<file path="config.mk">
export PLATFORM = sky130hd
export DESIGN_NAME = dis_sequencer
export DESIGN_NICKNAME = d
export VERILOG_FILES = /design/src/pkg/dis_pkg.sv /design/src/verilog/dis_sequencer.sv /design/src/verilog/dis_fifo.sv /design/src/verilog/dis_irq_issue.sv
export SDC_FILE = /design/constraint.sdc
export NUM_CORES = 1
export LEC_CHECK = 0
export BUFFER_PORTS_ARGS = -buffer_cell sky130_fd_sc_hd__buf_2
export CORE_ASPECT_RATIO = 0.6
export CORE_MARGIN = 2
export CORE_UTILIZATION = 60
export CTS_CLUSTER_SIZE = 16
export DETAILED_ROUTE_END_ITERATION = 10
export PLACE_DENSITY = 0.82
export SETUP_SLACK_MARGIN = 0.3
export SLEW_MARGIN = 15
export SYNTH_ARGS = -nofsm -noshare
export SYNTH_HDL_FRONTEND = slang
export SYNTH_SLANG_ARGS = --single-unit
export TNS_END_PERCENT = 1
</file>
<file path="constraint.sdc">
create_clock -name clk_sys_in -period 4.75 [get_ports clk_sys_in]
set_clock_uncertainty 0.2 [all_clocks]
set_input_delay 0.2375 -clock clk_sys_in [delete_from_list [all_inputs] [get_ports clk_sys_in]]
set_output_delay 0.2375 -clock clk_sys_in [all_outputs]
set_load 0.02 [all_outputs]
</file>
<file path="src/pkg/dis_pkg.sv">
/*
  shared constants and types of the decoder interrupt sequencer.
  assumes an apb bus with 32-bit data; offsets are byte addresses.
*/
package dis_pkg;
  localparam logic [7:0] ADDR_CTRL = 8'h00;
  localparam logic [7:0] ADDR_STATUS = 8'h04;
  localparam logic [7:0] ADDR_FULLNESS = 8'h08;
  localparam logic [7:0] ADDR_CMD = 8'h0c;
  localparam logic [7:0] ADDR_MASK = 8'h10;
  localparam logic [7:0] ADDR_STATE = 8'h14;
  localparam int CTRL_LINE_BIT = 0;
  localparam int ST_ERR = 0;
  localparam int ST_PIC = 1;
  localparam int ST_UND = 8;
  localparam int ST_RDY = 10;
  localparam int ST_SCN = 11;
  localparam int CMD_OP_LSB = 16;
  localparam int STATE_DRAIN_BIT = 2;
  localparam int STATE_OVF_BIT = 3;
  localparam int STATE_PEND_LSB = 16;
  localparam logic [15:0] MASK_RESET = 16'h0000;
  localparam logic [15:0] STATUS_RESET = 16'h0000;
  localparam logic [15:0] FULLNESS_RESET = 16'h0000;
  localparam logic LINE_RESET = 1'b1;
  localparam int CMD_FIFO_DEPTH = 8;

  typedef enum logic [2:0] {
    OP_NOP = 3'b000,
    OP_SET_MASK = 3'b001,
    OP_SCAN = 3'b010,
    OP_PLAY = 3'b011,
    OP_FLUSH = 3'b100,
    OP_NEW_PACKET = 3'b101
  } dis_op_t;

  typedef struct packed {
    dis_op_t op;
    logic [15:0] arg;
  } dis_cmd_t;

  typedef enum logic [1:0] {
    MODE_PLAY = 2'b00,
    MODE_SCAN = 2'b01,
    MODE_PAUSE = 2'b10,
    MODE_RECOVER = 2'b11
  } dis_mode_t;
endpackage : dis_pkg

</file>
<file path="src/verilog/dis_sequencer.sv">
/*
  decoder interrupt sequencer: apb registers, command handling, play,
  scan, pause and error recovery states, display-time interrupt checks.
  assumes decoder event inputs are one-cycle pulses synchronous to
  clk_sys_in, and an apb master on the same clock.
*/
// The APB register port and the address map were decided locally.
// Functional notes
// - device drives line low only while status is zero
// - stream error starts recovery, issues error interrupt
// - events during nonzero status are queued
// - row end stores fullness, issues queued interrupts
// - coinciding conditions share one physical interrupt
// - mask command deferred until picture decode completes
// - mask argument decoded bitwise, one enable per type
// - mask bit 8 enables buffer underflow interrupt
// - recovery raises underflow/ready at every row
// - decodable picture start ends recovery, runs deferred
// - vsync before new picture raises display event
// - scan command deferred, moves play to scan
// - scan skips P/B pictures until I picture
// - scan I picture done: pause, scan-done event
// - flush runs at once, discards recent data
// - low-priority commands queue; pause runs scan quickly
// - interrupt asserted by clearing line bit low
`timescale 1ns/1ns
module dis_sequencer #(
  parameter int FIFO_DEPTH = dis_pkg::CMD_FIFO_DEPTH
) (
  input wire logic clk_sys_in,
  input wire logic rst_n_in,
  input wire logic psel,
  input wire logic penable,
  input wire logic pwrite,
  input wire logic [7:0] paddr,
  input wire logic [31:0] pwdata,
  output logic [31:0] prdata,
  output logic pready,
  output logic pslverr,
  input wire logic stream_error_in,
  input wire logic pic_start_in,
  input wire logic pic_is_i_in,
  input wire logic pic_decodable_in,
  input wire logic decode_done_in,
  input wire logic vsync_in,
  input wire logic first_field_in,
  input wire logic row_end_in,
  input wire logic [15:0] buffer_level_in,
  input wire logic buffer_empty_in,
  input wire logic ready_cond_in,
  output logic int_n_out,
  output logic consume_en_out,
  output logic fast_scan_out,
  output logic discard_out,
  output logic flush_stream_out,
  output logic new_packet_out,
  output logic [15:0] packet_arg_out
);
  logic setup;
  logic access;
  logic wr;
  logic mapped;
  logic [31:0] next_rdata;
  dis_pkg::dis_cmd_t wcmd;
  dis_pkg::dis_cmd_t fifo_cmd;
  logic low_prio;
  logic fifo_in_ready;
  logic fifo_valid;
  logic exec;
  logic [15:0] mask;
  logic [15:0] fullness;
  logic [15:0] status;
  logic [15:0] pending;
  dis_pkg::dis_mode_t mode;
  dis_pkg::dis_mode_t resume_mode;
  logic i_found;
  logic draining;
  logic overflow;
  logic scan_done;
  logic recover_exit;
  logic [15:0] imm_events;
  logic [15:0] row_events;

  // zero-wait slave: pready rises in every access cycle
  assign setup = psel && !penable;
  assign access = psel && penable && pready;
  assign wr = access && pwrite;
  assign wcmd = dis_pkg::dis_cmd_t'(pwdata[dis_pkg::CMD_OP_LSB+2:0]);
  assign mapped = (paddr == dis_pkg::ADDR_CTRL) ||
                  (paddr == dis_pkg::ADDR_STATUS) ||
                  (paddr == dis_pkg::ADDR_FULLNESS) ||
                  (paddr == dis_pkg::ADDR_CMD) ||
                  (paddr == dis_pkg::ADDR_MASK) ||
                  (paddr == dis_pkg::ADDR_STATE);
  assign low_prio = (wcmd.op == dis_pkg::OP_SET_MASK) ||
                    (wcmd.op == dis_pkg::OP_SCAN) ||
                    (wcmd.op == dis_pkg::OP_PLAY);

  always_comb begin
    next_rdata = 32'h0000_0000;
    case (paddr)
      dis_pkg::ADDR_CTRL: begin
        next_rdata[dis_pkg::CTRL_LINE_BIT] = int_n_out;
      end
      dis_pkg::ADDR_STATUS: begin
        next_rdata[15:0] = status;
      end
      dis_pkg::ADDR_FULLNESS: begin
        next_rdata[15:0] = fullness;
      end
      dis_pkg::ADDR_MASK: begin
        next_rdata[15:0] = mask;
      end
      dis_pkg::ADDR_STATE: begin
        next_rdata[1:0] = mode;
        next_rdata[dis_pkg::STATE_DRAIN_BIT] = draining;
        next_rdata[dis_pkg::STATE_OVF_BIT] = overflow;
        next_rdata[dis_pkg::STATE_PEND_LSB+15:dis_pkg::STATE_PEND_LSB] =
          pending;
      end
      default: begin
        next_rdata = 32'h0000_0000;
      end
    endcase
  end

  always_ff @(posedge clk_sys_in or negedge rst_n_in) begin
    if (!rst_n_in) begin
      prdata <= 32'h0000_0000;
      pready <= 1'b0;
      pslverr <= 1'b0;
    end else begin
      pready <= setup;
      pslverr <= setup && !mapped;
      if (setup && !pwrite) begin
        prdata <= next_rdata;
      end
    end
  end

  // mask, scan and play wait in the fifo; a full fifo drops the command
  dis_fifo #(
    .WIDTH($bits(dis_pkg::dis_cmd_t)),
    .DEPTH(FIFO_DEPTH)
  ) u_cmd_fifo (
    .clk_sys_in(clk_sys_in),
    .rst_n_in(rst_n_in),
    .in_valid_in(wr && paddr == dis_pkg::ADDR_CMD && low_prio),
    .in_ready_out(fifo_in_ready),
    .in_data_in(wcmd),
    .out_valid_out(fifo_valid),
    .out_ready_in(exec),
    .out_data_out(fifo_cmd)
  );

  always_ff @(posedge clk_sys_in or negedge rst_n_in) begin
    if (!rst_n_in) begin
      overflow <= 1'b0;
    end else if (wr && paddr == dis_pkg::ADDR_CMD && low_prio &&
                 !fifo_in_ready) begin
      overflow <= 1'b1;
    end else if (wr && paddr == dis_pkg::ADDR_STATE) begin
      overflow <= 1'b0;
    end
  end

  // high-priority commands act in the cycle after the write
  always_ff @(posedge clk_sys_in or negedge rst_n_in) begin
    if (!rst_n_in) begin
      flush_stream_out <= 1'b0;
      new_packet_out <= 1'b0;
      packet_arg_out <= 16'h0000;
    end else begin
      flush_stream_out <= wr && paddr == dis_pkg::ADDR_CMD &&
                          wcmd.op == dis_pkg::OP_FLUSH;
      new_packet_out <= wr && paddr == dis_pkg::ADDR_CMD &&
                        wcmd.op == dis_pkg::OP_NEW_PACKET;
      if (wr && paddr == dis_pkg::ADDR_CMD &&
          wcmd.op == dis_pkg::OP_NEW_PACKET) begin
        packet_arg_out <= wcmd.arg;
      end
    end
  end

  assign recover_exit = mode == dis_pkg::MODE_RECOVER && pic_start_in &&
                        pic_decodable_in;
  assign scan_done = mode == dis_pkg::MODE_SCAN && i_found &&
                     decode_done_in && !stream_error_in;
  // pause runs queued commands at once; otherwise only after a decode or a recovery exit
  assign exec = fifo_valid && !stream_error_in &&
                (mode == dis_pkg::MODE_PAUSE || draining);

  // drain window opens at picture completion outside recovery, or at a recovery exit
  always_ff @(posedge clk_sys_in or negedge rst_n_in) begin
    if (!rst_n_in) begin
      draining <= 1'b0;
    end else if (stream_error_in) begin
      draining <= 1'b0;
    end else if ((decode_done_in && mode != dis_pkg::MODE_RECOVER) ||
                 recover_exit) begin
      draining <= 1'b1;
    end else if (!fifo_valid || (exec && !fifo_in_ready)) begin
      draining <= fifo_valid;
    end
  end

  always_ff @(posedge clk_sys_in or negedge rst_n_in) begin
    if (!rst_n_in) begin
      mask <= dis_pkg::MASK_RESET;
    end else if (exec && fifo_cmd.op == dis_pkg::OP_SET_MASK) begin
      mask <= fifo_cmd.arg;
    end
  end

  always_ff @(posedge clk_sys_in or negedge rst_n_in) begin
    if (!rst_n_in) begin
      mode <= dis_pkg::MODE_PLAY;
      resume_mode <= dis_pkg::MODE_PLAY;
      i_found <= 1'b0;
    end else begin
      case (mode)
        dis_pkg::MODE_RECOVER: begin
          if (recover_exit) begin
            mode <= resume_mode;
          end
        end
        dis_pkg::MODE_SCAN: begin
          if (stream_error_in) begin
            mode <= dis_pkg::MODE_RECOVER;
            resume_mode <= dis_pkg::MODE_SCAN;
          end else if (scan_done) begin
            mode <= dis_pkg::MODE_PAUSE;
          end else if (pic_start_in && pic_is_i_in) begin
            i_found <= 1'b1;
          end else if (exec && fifo_cmd.op == dis_pkg::OP_PLAY) begin
            mode <= dis_pkg::MODE_PLAY;
          end
        end
        dis_pkg::MODE_PLAY, dis_pkg::MODE_PAUSE: begin
          if (stream_error_in) begin
            mode <= dis_pkg::MODE_RECOVER;
            resume_mode <= dis_pkg::MODE_PLAY;
          end else if (exec && fifo_cmd.op == dis_pkg::OP_SCAN) begin
            mode <= dis_pkg::MODE_SCAN;
            i_found <= 1'b0;
          end else if (exec && fifo_cmd.op == dis_pkg::OP_PLAY) begin
            mode <= dis_pkg::MODE_PLAY;
          end
        end
        default: begin
          mode <= dis_pkg::MODE_PLAY;
        end
      endcase
    end
  end

  always_ff @(posedge clk_sys_in or negedge rst_n_in) begin
    if (!rst_n_in) begin
      consume_en_out <= 1'b1;
      fast_scan_out <= 1'b0;
      discard_out <= 1'b0;
    end else begin
      consume_en_out <= mode != dis_pkg::MODE_PAUSE;
      fast_scan_out <= mode == dis_pkg::MODE_SCAN && !i_found;
      // headers still parse; only picture data is thrown away
      discard_out <= mode == dis_pkg::MODE_SCAN && !i_found &&
                     !(pic_start_in && pic_is_i_in);
    end
  end

  // fullness is refreshed at every row end, whatever the mask
  always_ff @(posedge clk_sys_in or negedge rst_n_in) begin
    if (!rst_n_in) begin
      fullness <= dis_pkg::FULLNESS_RESET;
    end else if (row_end_in) begin
      fullness <= buffer_level_in;
    end
  end

  always_comb begin
    imm_events = 16'h0000;
    imm_events[dis_pkg::ST_ERR] = stream_error_in &&
                                  mask[dis_pkg::ST_ERR];
    imm_events[dis_pkg::ST_PIC] = vsync_in && first_field_in &&
                                  mask[dis_pkg::ST_PIC];
    imm_events[dis_pkg::ST_SCN] = scan_done &&
                                  mask[dis_pkg::ST_SCN];
  end

  // during recovery these keep firing every row while conditions hold
  always_comb begin
    row_events = 16'h0000;
    row_events[dis_pkg::ST_UND] = buffer_empty_in &&
                                  mask[dis_pkg::ST_UND];
    row_events[dis_pkg::ST_RDY] = ready_cond_in &&
                                  mask[dis_pkg::ST_RDY];
  end

  // host releases the line first, then clears status
  dis_irq_issue u_irq (
    .clk_sys_in(clk_sys_in),
    .rst_n_in(rst_n_in),
    .imm_events_in(imm_events),
    .row_end_in(row_end_in),
    .row_events_in(row_events),
    .status_we_in(wr && paddr == dis_pkg::ADDR_STATUS),
    .status_wdata_in(pwdata[15:0]),
    .line_we_in(wr && paddr == dis_pkg::ADDR_CTRL),
    .line_wdata_in(pwdata[dis_pkg::CTRL_LINE_BIT]),
    .status_out(status),
    .pending_out(pending),
    .int_n_out(int_n_out)
  );
endmodule : dis_sequencer

</file>
<file path="src/verilog/dis_fifo.sv">
/*
  small synchronous fifo with valid/ready on both sides.
  assumes one clock and an active-low asynchronous reset.
*/
`timescale 1ns/1ns
module dis_fifo #(
  parameter int WIDTH = 19,
  parameter int DEPTH = 8
) (
  input wire logic clk_sys_in,
  input wire logic rst_n_in,
  input wire logic in_valid_in,
  output logic in_ready_out,
  input wire logic [WIDTH-1:0] in_data_in,
  output logic out_valid_out,
  input wire logic out_ready_in,
  output logic [WIDTH-1:0] out_data_out
);
  localparam int AW = $clog2(DEPTH);
  generate
    if (DEPTH < 2 || (DEPTH & (DEPTH - 1)) != 0) begin : g_bad
      $error("fifo depth must be a power of two of at least 2");
    end
  endgenerate

  logic [WIDTH-1:0] mem [DEPTH];
  logic [AW:0] wr_ptr;
  logic [AW:0] rd_ptr;
  logic push;
  logic pop;
  logic empty;
  logic full;

  assign empty = wr_ptr == rd_ptr;
  assign full = (wr_ptr[AW] != rd_ptr[AW]) &&
                (wr_ptr[AW-1:0] == rd_ptr[AW-1:0]);
  assign in_ready_out = !full;
  assign out_valid_out = !empty;
  assign out_data_out = mem[rd_ptr[AW-1:0]];
  assign push = in_valid_in && !full;
  assign pop = out_ready_in && !empty;

  always_ff @(posedge clk_sys_in) begin
    if (push) begin
      mem[wr_ptr[AW-1:0]] <= in_data_in;
    end
  end

  always_ff @(posedge clk_sys_in or negedge rst_n_in) begin
    if (!rst_n_in) begin
      wr_ptr <= '0;
      rd_ptr <= '0;
    end else begin
      if (push) begin
        wr_ptr <= wr_ptr + 1'b1;
      end
      if (pop) begin
        rd_ptr <= rd_ptr + 1'b1;
      end
    end
  end
endmodule : dis_fifo

</file>
<file path="src/verilog/dis_irq_issue.sv">
/*
  interrupt status word, pending queue and the active-low host line.
  assumes one-cycle event pulses and host write strobes from the bus.
*/
`timescale 1ns/1ns
module dis_irq_issue (
  input wire logic clk_sys_in,
  input wire logic rst_n_in,
  input wire logic [15:0] imm_events_in,
  input wire logic row_end_in,
  input wire logic [15:0] row_events_in,
  input wire logic status_we_in,
  input wire logic [15:0] status_wdata_in,
  input wire logic line_we_in,
  input wire logic line_wdata_in,
  output logic [15:0] status_out,
  output logic [15:0] pending_out,
  output logic int_n_out
);
  logic status_zero;
  logic [15:0] cand;
  logic issue;

  assign status_zero = status_out == '0;
  // queued events leave only at a display-time check
  assign cand = row_end_in ?
                (pending_out | imm_events_in | row_events_in) :
                imm_events_in;
  assign issue = status_zero && (cand != '0);

  always_ff @(posedge clk_sys_in or negedge rst_n_in) begin
    if (!rst_n_in) begin
      status_out <= dis_pkg::STATUS_RESET;
    end else if (issue) begin
      // coinciding events go out as one physical interrupt
      status_out <= cand; // set wins over a host write
    end else if (status_we_in) begin
      status_out <= status_wdata_in;
    end
  end

  always_ff @(posedge clk_sys_in or negedge rst_n_in) begin
    if (!rst_n_in) begin
      pending_out <= '0;
    end else if (issue && row_end_in) begin
      pending_out <= '0;
    end else if (!issue) begin
      // held even if the host already let the line go
      pending_out <= pending_out | imm_events_in |
                     (row_end_in ? row_events_in : 16'h0000);
    end
  end

  always_ff @(posedge clk_sys_in or negedge rst_n_in) begin
    if (!rst_n_in) begin
      int_n_out <= dis_pkg::LINE_RESET;
    end else if (issue) begin
      int_n_out <= 1'b0;
    end else if (line_we_in) begin
      int_n_out <= line_wdata_in;
    end
  end
endmodule : dis_irq_issue

</file>
==> results of run 1 <==
-- sequential cells by signal, summed over array words and instances, names as in the netlist, 2 cells and up --
signal             count
mask                  16
mode                   2
packet_arg_out        16
u_cmd_fifo.mem       152
u_cmd_fifo.rd_ptr      4
fullness              16
prdata                22
u_irq.pending_out      5
u_irq.status_out      16
u_cmd_fifo.wr_ptr      4
-- layer usage --
metal / wire length, µm / GRT usage (%) / vias up
met2: 12500 / 45.6 / 392
met5: 0 / 0 / -
li1: - / - / 2915
met1: 10100 / 38.3 / 3499
met4: 468 / 5.74 / 0
met3: 2250 / 4.22 / 50
-- placed cells by master (no fill, tap or decap), types with 4 or more instances in the layout --
| cell | n |
|---|---|
| clkinv_1 | 4 |
| mux4_1 | 4 |
| clkbuf_16 | 25 |
| buf_2 | 112 |
| nand3_1 | 6 |
| a31oi_1 | 6 |
| nand2_1 | 58 |
| xor2_1 | 4 |
| a22o_1 | 7 |
| mux2i_1 | 9 |
| nand2b_1 | 6 |
| a222oi_1 | 12 |
| o21ai_0 | 24 |
| nor4_1 | 4 |
| a21oi_1 | 22 |
| inv_1 | 9 |
| dfrtp_1 | 110 |
| dlygate4sd3_1 | 58 |
| mux2_2 | 56 |
| and2_1 | 4 |
| nor2_1 | 28 |
| mux2_4 | 11 |
| and3_1 | 5 |
| nand4_1 | 8 |
| xnor2_1 | 6 |
| edfxtp_1 | 152 |
| buf_4 | 18 |
| mux4_2 | 34 |
-- critical path: cells and delay by family, from the launching register on --
family / cells / cell delay [ns]
multiplexers: 3 / 1.03
buffers and inverters: 1 / 0.44
AND/OR/NAND/NOR: 2 / 1.09
flip-flops: 1 / 0.34
-- cells in the mapped netlist, drive strengths merged (2+ instances only) --
cell type  count
nand2b         6
nand2         58
o31ai          3
xnor2          6
ha             2
and3           5
nand4b         2
mux2i          9
nand3b         2
edfxtp       152
mux4          38
a221o          3
and2           4
o22ai          3
nor3           3
a21oi         22
nor2b          3
xor2           4
clkbuf        18
inv            9
nand3          6
nor4           5
dfstp          2
buf           27
a22oi          2
a31oi          6
dfrtp        111
mux2          67
nand4          9
a222oi        12
o21ai         24
nor2          28
a22o           7
-- per-stage QoR --
stage | worst slack (ns) | area [µm²]
after floorplan | 1.44 | 10800
final | 1.53 | 13000
after detailed placement | 1.58 | 11600
after global placement | 1.69 | 11600
after global routing | 1.40 | 13000
after CTS | 1.54 | 13000
-- kinds of logic (layout without fill, tap and decap cells) --
| kind of cell | Yosys count | in the layout | synth area share (%) |
|---|---|---|---|
| flip-flops | 265 | 265 | 68.2 |
| XOR/XNOR | 10 | 10 | 0.807 |
| adder cells (fa/ha/maj) | 2 | 2 | 0.231 |
| multiplexers | 114 | 114 | 16.2 |
| AO/OA/AOI/OAI | 89 | 89 | 5.49 |
| AND/OR/NAND/NOR | 137 | 137 | 6.38 |
| buffers and inverters | 54 | 241 | 2.72 |
-- area by class of cell --
| type | instances | area, µm² | area share [%] |
|---|---|---|---|
| flip-flops and latches | 265 | 7400 | 56.8 |
| multi-input cells | 352 | 3180 | 24.4 |
| repair buffers | 188 | 1280 | 9.80 |
| clock buffers | 29 | 661 | 5.07 |
| well taps | 240 | 300 | 2.31 |
| clock inverters | 15 | 181 | 1.39 |
| inverters | 9 | 33.8 | 0.259 |
-- power by group through the flow --
stage          Combinational [W]  Sequential (W)  Clock, W
5_1_grt                 0.000405         0.00252   0.00214
3_5_place_dp            0.000332         0.00257         0
4_1_cts                 0.000372         0.00252   0.00205
3_3_place_gp            0.000312         0.00256         0
6_report                0.000375         0.00252   0.00202
2_1_floorplan           0.000229         0.00255         0
-- how the worst max path moves through the flow --
stage / startpoint / end / slack [ns] / depth (start not counted)
after detailed placement: u_cmd_fifo.rd_ptr[0] / mask[8] / 1.58 / 5
after global placement: u_cmd_fifo.rd_ptr[0] / mask[7] / 1.69 / 5
after CTS: u_cmd_fifo.rd_ptr[2] / mask[8] / 1.54 / 6
after global routing: u_cmd_fifo.rd_ptr[2] / mask[8] / 1.40 / 6
final: u_cmd_fifo.rd_ptr[2] / mask[8] / 1.53 / 6
after floorplan: paddr[6] / u_cmd_fifo.mem[0][0] / 1.44 / 5
==> metrics.txt, run 1 <==
Post-synth EDFFs=152; die height=108 µm; initial core utilization=60.7%; antenna-violating nets left=0; via count=6856; part of the cycle the worst path needs=67.8%; Worst-path clk slew=0.07 ns; Post-CTS Resized=0; CP Cell Sequence=buf_4, mux4_1, mux2i_1, nand3_1, nor3_4, mux2_2; # DRC=0; Seq/Total Area, Yosys=68.2%; min Tclk post-route=3.22 ns; Port Buf Inserts=113; final cell count without fillers=1098; DRT iter0 DRCs=755; share of the synthesized area in the top cell type=42.1%; Placeable Area=0.0179 mm²; Slew Viols, Final=0; Final Core Density=72.9%; clock share of power=41.1%; Peak supply drop=325 µV; TritonCTS buffer count=24; Total GRT Usage=27.1%; register bit total from synthesis=265; clock tree buffer depth=3; largest cells by area after synthesis=edfxtp_1, dfrtp_1, mux4_2; relative slew slack=23.7%; Worst EP arrival=3.43 ns; largest net degree at the start of global routing=74; Rows=38; Sw Pwr=0.00109 W; post-synthesis cell area=0.0108 mm²; Overall Power=0.00492 W; Die W=178 µm; Static Leak=5.21 nW; # clock sinks=265; Worst Reg-to-Reg Cells=6; WHS Endpoint=overflow; CP endpoint kind=register; setup violators final=0; root buffer selected by CTS=clkbuf_16; ant diodes=0; vias in the first global route=6920; Worst Hold Class=in2reg; wire length per cell=23.1 µm; drt total wl=25400 µm; Pint=0.00382 W; r2r setup slk=1.53 ns; worst-path fanout max=32; yosys synthesis warning count=0; dpl cells=996; Final Hold Fails=0; HPWL after DPL=15600 µm; post-route setup TNS=0 ns; Worst-Margin Slew=1.14 ns; RSZ-0062 raised after global routing=no; Ports=127; hold depth=5; Via density=6.24; async set or reset register ratio after synthesis=42.6%; CTS tree=yes; share of cells above drive strength 1=32.9%; post-synth cell types=56; DIE AREA=0.0192 mm²; switching share of total power=22.3%; Layout Nets=913; first-pass GRT wire length=38800 µm; R2R Path Start=u_cmd_fifo.rd_ptr[2]; Max Cap Violations=0; slowest CP cell=nor3_4; initial antenna violation count=0; largest area contributor in the netlist=edfxtp_1; reg2reg end=mask[8]; sequential power share=51.2%; TritonRoute pass-1 iters=8; hold_sp=paddr[2]; postcts setup bufs=0; hold_buf cts=58; CP max stage delay=0.93 ns; critical path type=reg2reg; pwr dens=378 mW/mm²; GRT Residual Overflow=0; H-tree depth=1; Hold WS=0.0432 ns; Post-Syn Area per Cell=16.2 µm²; status=complete, no violations; Gate power share=7.6%; Layout fillers=1082; Cells after Synth=671; worst-skew pair later-pin latency=0.54 ns; Worst setup SP type=register; Most used DFF post-synth=edfxtp_1; syn nets=744; fmax=311 MHz; worst path required time=4.96 ns; Area growth syn-to-layout=20.1%; RePlAce Congestion=0.921
Note: power is estimated with default switching activity, not from simulation.
==> run 2, diff against run 1 <==
--- a/config.mk
+++ b/config.mk
@@ -8,10 +8,10 @@
 export BUFFER_PORTS_ARGS = -buffer_cell sky130_fd_sc_hd__buf_2
 export CORE_ASPECT_RATIO = 0.6
 export CORE_MARGIN = 2
-export CORE_UTILIZATION = 60
+export CORE_UTILIZATION = 58
 export CTS_CLUSTER_SIZE = 16
 export DETAILED_ROUTE_END_ITERATION = 10
-export PLACE_DENSITY = 0.82
+export PLACE_DENSITY = 0.79
 export SETUP_SLACK_MARGIN = 0.3
 export SLEW_MARGIN = 15
 export SYNTH_ARGS = -nofsm -noshare
==> constraint.sdc (replaced) <==
create_clock -name clk_sys_in -period 3.15 [get_ports clk_sys_in]
set_clock_uncertainty 0.2 [all_clocks]
set_input_delay 0.1575 -clock clk_sys_in [delete_from_list [all_inputs] [get_ports clk_sys_in]]
set_output_delay 0.1575 -clock clk_sys_in [all_outputs]
set_load 0.02 [all_outputs]
==> run 2 against run 1 <==
Worst hold slack lost 0.013 ns. Sequential share of layout area shrank 1.0 points. Final area grew 1.8%. Combinational power grew 61%. Via count grew 0.57%. Register-to-register slack lost 1.1 ns. Largest power group unchanged. Maximum frequency grew 18%. Critical path type unchanged.
==> metrics.txt, run 2 (synthesis gave the netlist of run 1 again) <==
DIE AREA=0.0198 mm² (+3.3%); Slew Viols, Final=0 (unchanged); share of cells above drive strength 1=34.0% (+1.1 points); Worst-path clk slew=0.07 ns (about the same); switching share of total power=22.4% (+0.11 points); HPWL after DPL=16300 µm (+4.6%); RePlAce Congestion=0.922 (about the same); Pint=0.00573 W (+50%); via count=6895 (+0.57%); Port Buf Inserts=113 (unchanged); R2R Path Start=u_irq.status_out[11]; Layout fillers=1092 (+0.92%); final cell count without fillers=1125 (+2.5%); Final Core Density=72.8% (about the same); drt total wl=25700 µm (+1.5%); worst-path fanout max=7 (-78%); initial core utilization=59.6% (-1.1 points); Worst Hold Class=in2async; Worst setup SP type=register; ant diodes=0 (unchanged); dpl cells=1009 (+1.3%); sequential power share=51.4% (+0.2 points); Die W=181 µm (+1.7%); fin worst setup slack=0.415 ns (-1.12 ns); Sw Pwr=0.00165 W (+51%); die height=110 µm (+1.7%); worst path required time=3.40 ns (-1.56 ns); clock tree buffer depth=3 (unchanged); Worst-Margin Slew=0.903 ns (-0.237 ns); critical path type=reg2reg; Worst EP arrival=2.98 ns (-0.45 ns); relative slew slack=39.8% (+16 points); wire length per cell=22.9 µm (-0.90%); max reg flops=152 (unchanged); Peak supply drop=360 µV (+11%); reg2reg end=u_irq.int_n_out; Layout Nets=940 (+3.0%); Placeable Area=0.0182 mm² (+1.9%); Static Leak=5.34 nW (+2.4%); r2r setup slk=0.42 ns (-1.12 ns); initial antenna violation count=0 (unchanged); H-tree depth=1 (unchanged); TritonRoute pass-1 iters=5 (-3); Rows=38 (unchanged); CTS tree=yes; min Tclk post-route=2.73 ns (-0.484 ns); first-pass GRT wire length=39600 µm (+2.0%); DRT iter0 DRCs=718 (-4.9%); Worst Reg-to-Reg Cells=5 (-1); commonest cells after routing, fill and taps aside=edfxtp_1, buf_2, dfrtp_1; pre-CTS setup slack=0.413 ns (-1.17 ns); # clock sinks=265 (unchanged); RSZ-0062 raised after global routing=no; # DRC=0 (unchanged); TritonCTS buffer count=24 (unchanged); Final Hold Fails=0 (unchanged); GRT Residual Overflow=0 (unchanged); pwr dens=557 mW/mm² (+47%); Via density=6.13 (-1.8%); clock share of power=40.4% (-0.7 points); Ports=127 (unchanged); worst-skew pair later-pin latency=0.52 ns (-0.02 ns); status=complete, no violations; antenna-violating nets left=0 (unchanged); Total GRT Usage=26.5% (-0.56 points); largest net degree at the start of global routing=50 (-32%); leading cell type in the layout, fill and taps excluded=edfxtp_1; Gate power share=8.2% (+0.6 points); Area growth syn-to-layout=22.3%; setup violators final=0 (unchanged); root buffer selected by CTS=clkbuf_16; fmax=366 MHz (+18%); CP endpoint kind=register; part of the cycle the worst path needs=86.8% (+19 points); vias in the first global route=7009 (+1.3%); Max Cap Violations=0 (unchanged)
[run 2: routing by layer]
layer	part of all wire (%)	global-route usage, %
met5	0	0
met4	2.3	7.26
met3	8.7	5.20
met2	48	43.4
met1	41	37.3
[run 2: layout make-up]
| cell class | count | area, µm² | share of cell area (%) |
|---|---|---|---|
| inverters | 9 | 33.8 | 0.255 |
| flip-flops and latches | 265 | 7400 | 55.8 |
| clock buffers | 27 | 632 | 4.76 |
| clock inverters | 17 | 179 | 1.35 |
| repair buffers | 215 | 1540 | 11.6 |
| well taps | 240 | 300 | 2.26 |
| multi-input cells | 352 | 3180 | 24.0 |
[run 2: stage by stage]
step                total power [W]  TNS (ns)  hold WS [ns]  cell area, µm²
floorplan                   0.00418    -0.848        -0.338           10900
global route                0.00762         0        0.0473           13300
finish                      0.00738         0        0.0304           13300
CTS                         0.00741         0        0.0211           13200
detailed placement          0.00438         0        0.0534           11700
global placement            0.00434         0        0.0486           11700
[run 2: worst max-delay path by stage]
stage                         startpoint                    end
floorplan                       paddr[6]   u_cmd_fifo.mem[1][0]
global placement    u_cmd_fifo.rd_ptr[0]               mask[12]
detailed placement  u_cmd_fifo.rd_ptr[0]   u_cmd_fifo.mem[5][4]
global route        u_cmd_fifo.rd_ptr[0]                i_found
CTS                 u_cmd_fifo.rd_ptr[0]  u_cmd_fifo.mem[5][17]
finish              u_irq.status_out[11]        u_irq.int_n_out
[run 2: critical path, stage by stage (launching register included)]
cell and delay, ns:
dfrtp_1 0.44, nor4_1 0.35, nand4_1 0.39, a31oi_1 0.62
a21oi_1 0.07, dlygate4sd3_1 0.58
[run 2: power groups by stage]
stage / Sequential [W] / Combinational, W / Clock [W]
floorplan: 0.00384 / 0.000345 / 0
global placement: 0.00386 / 0.000483 / 0
detailed placement: 0.00387 / 0.000512 / 0
CTS: 0.00379 / 0.000587 / 0.00303
global route: 0.00380 / 0.000654 / 0.00316
finish: 0.00380 / 0.000603 / 0.00298
[run 2: timing repair]
| item | 4_1_cts | 5_1_grt |
|---|---|---|
| hold buffers | 69 | 0 |
| gates resized for setup | 0 | 1 |
| endpoints found under the setup margin | 0 | 35 |
| setup buffers | 0 | 3 |
| endpoints found under the hold margin | 269 | 0 |
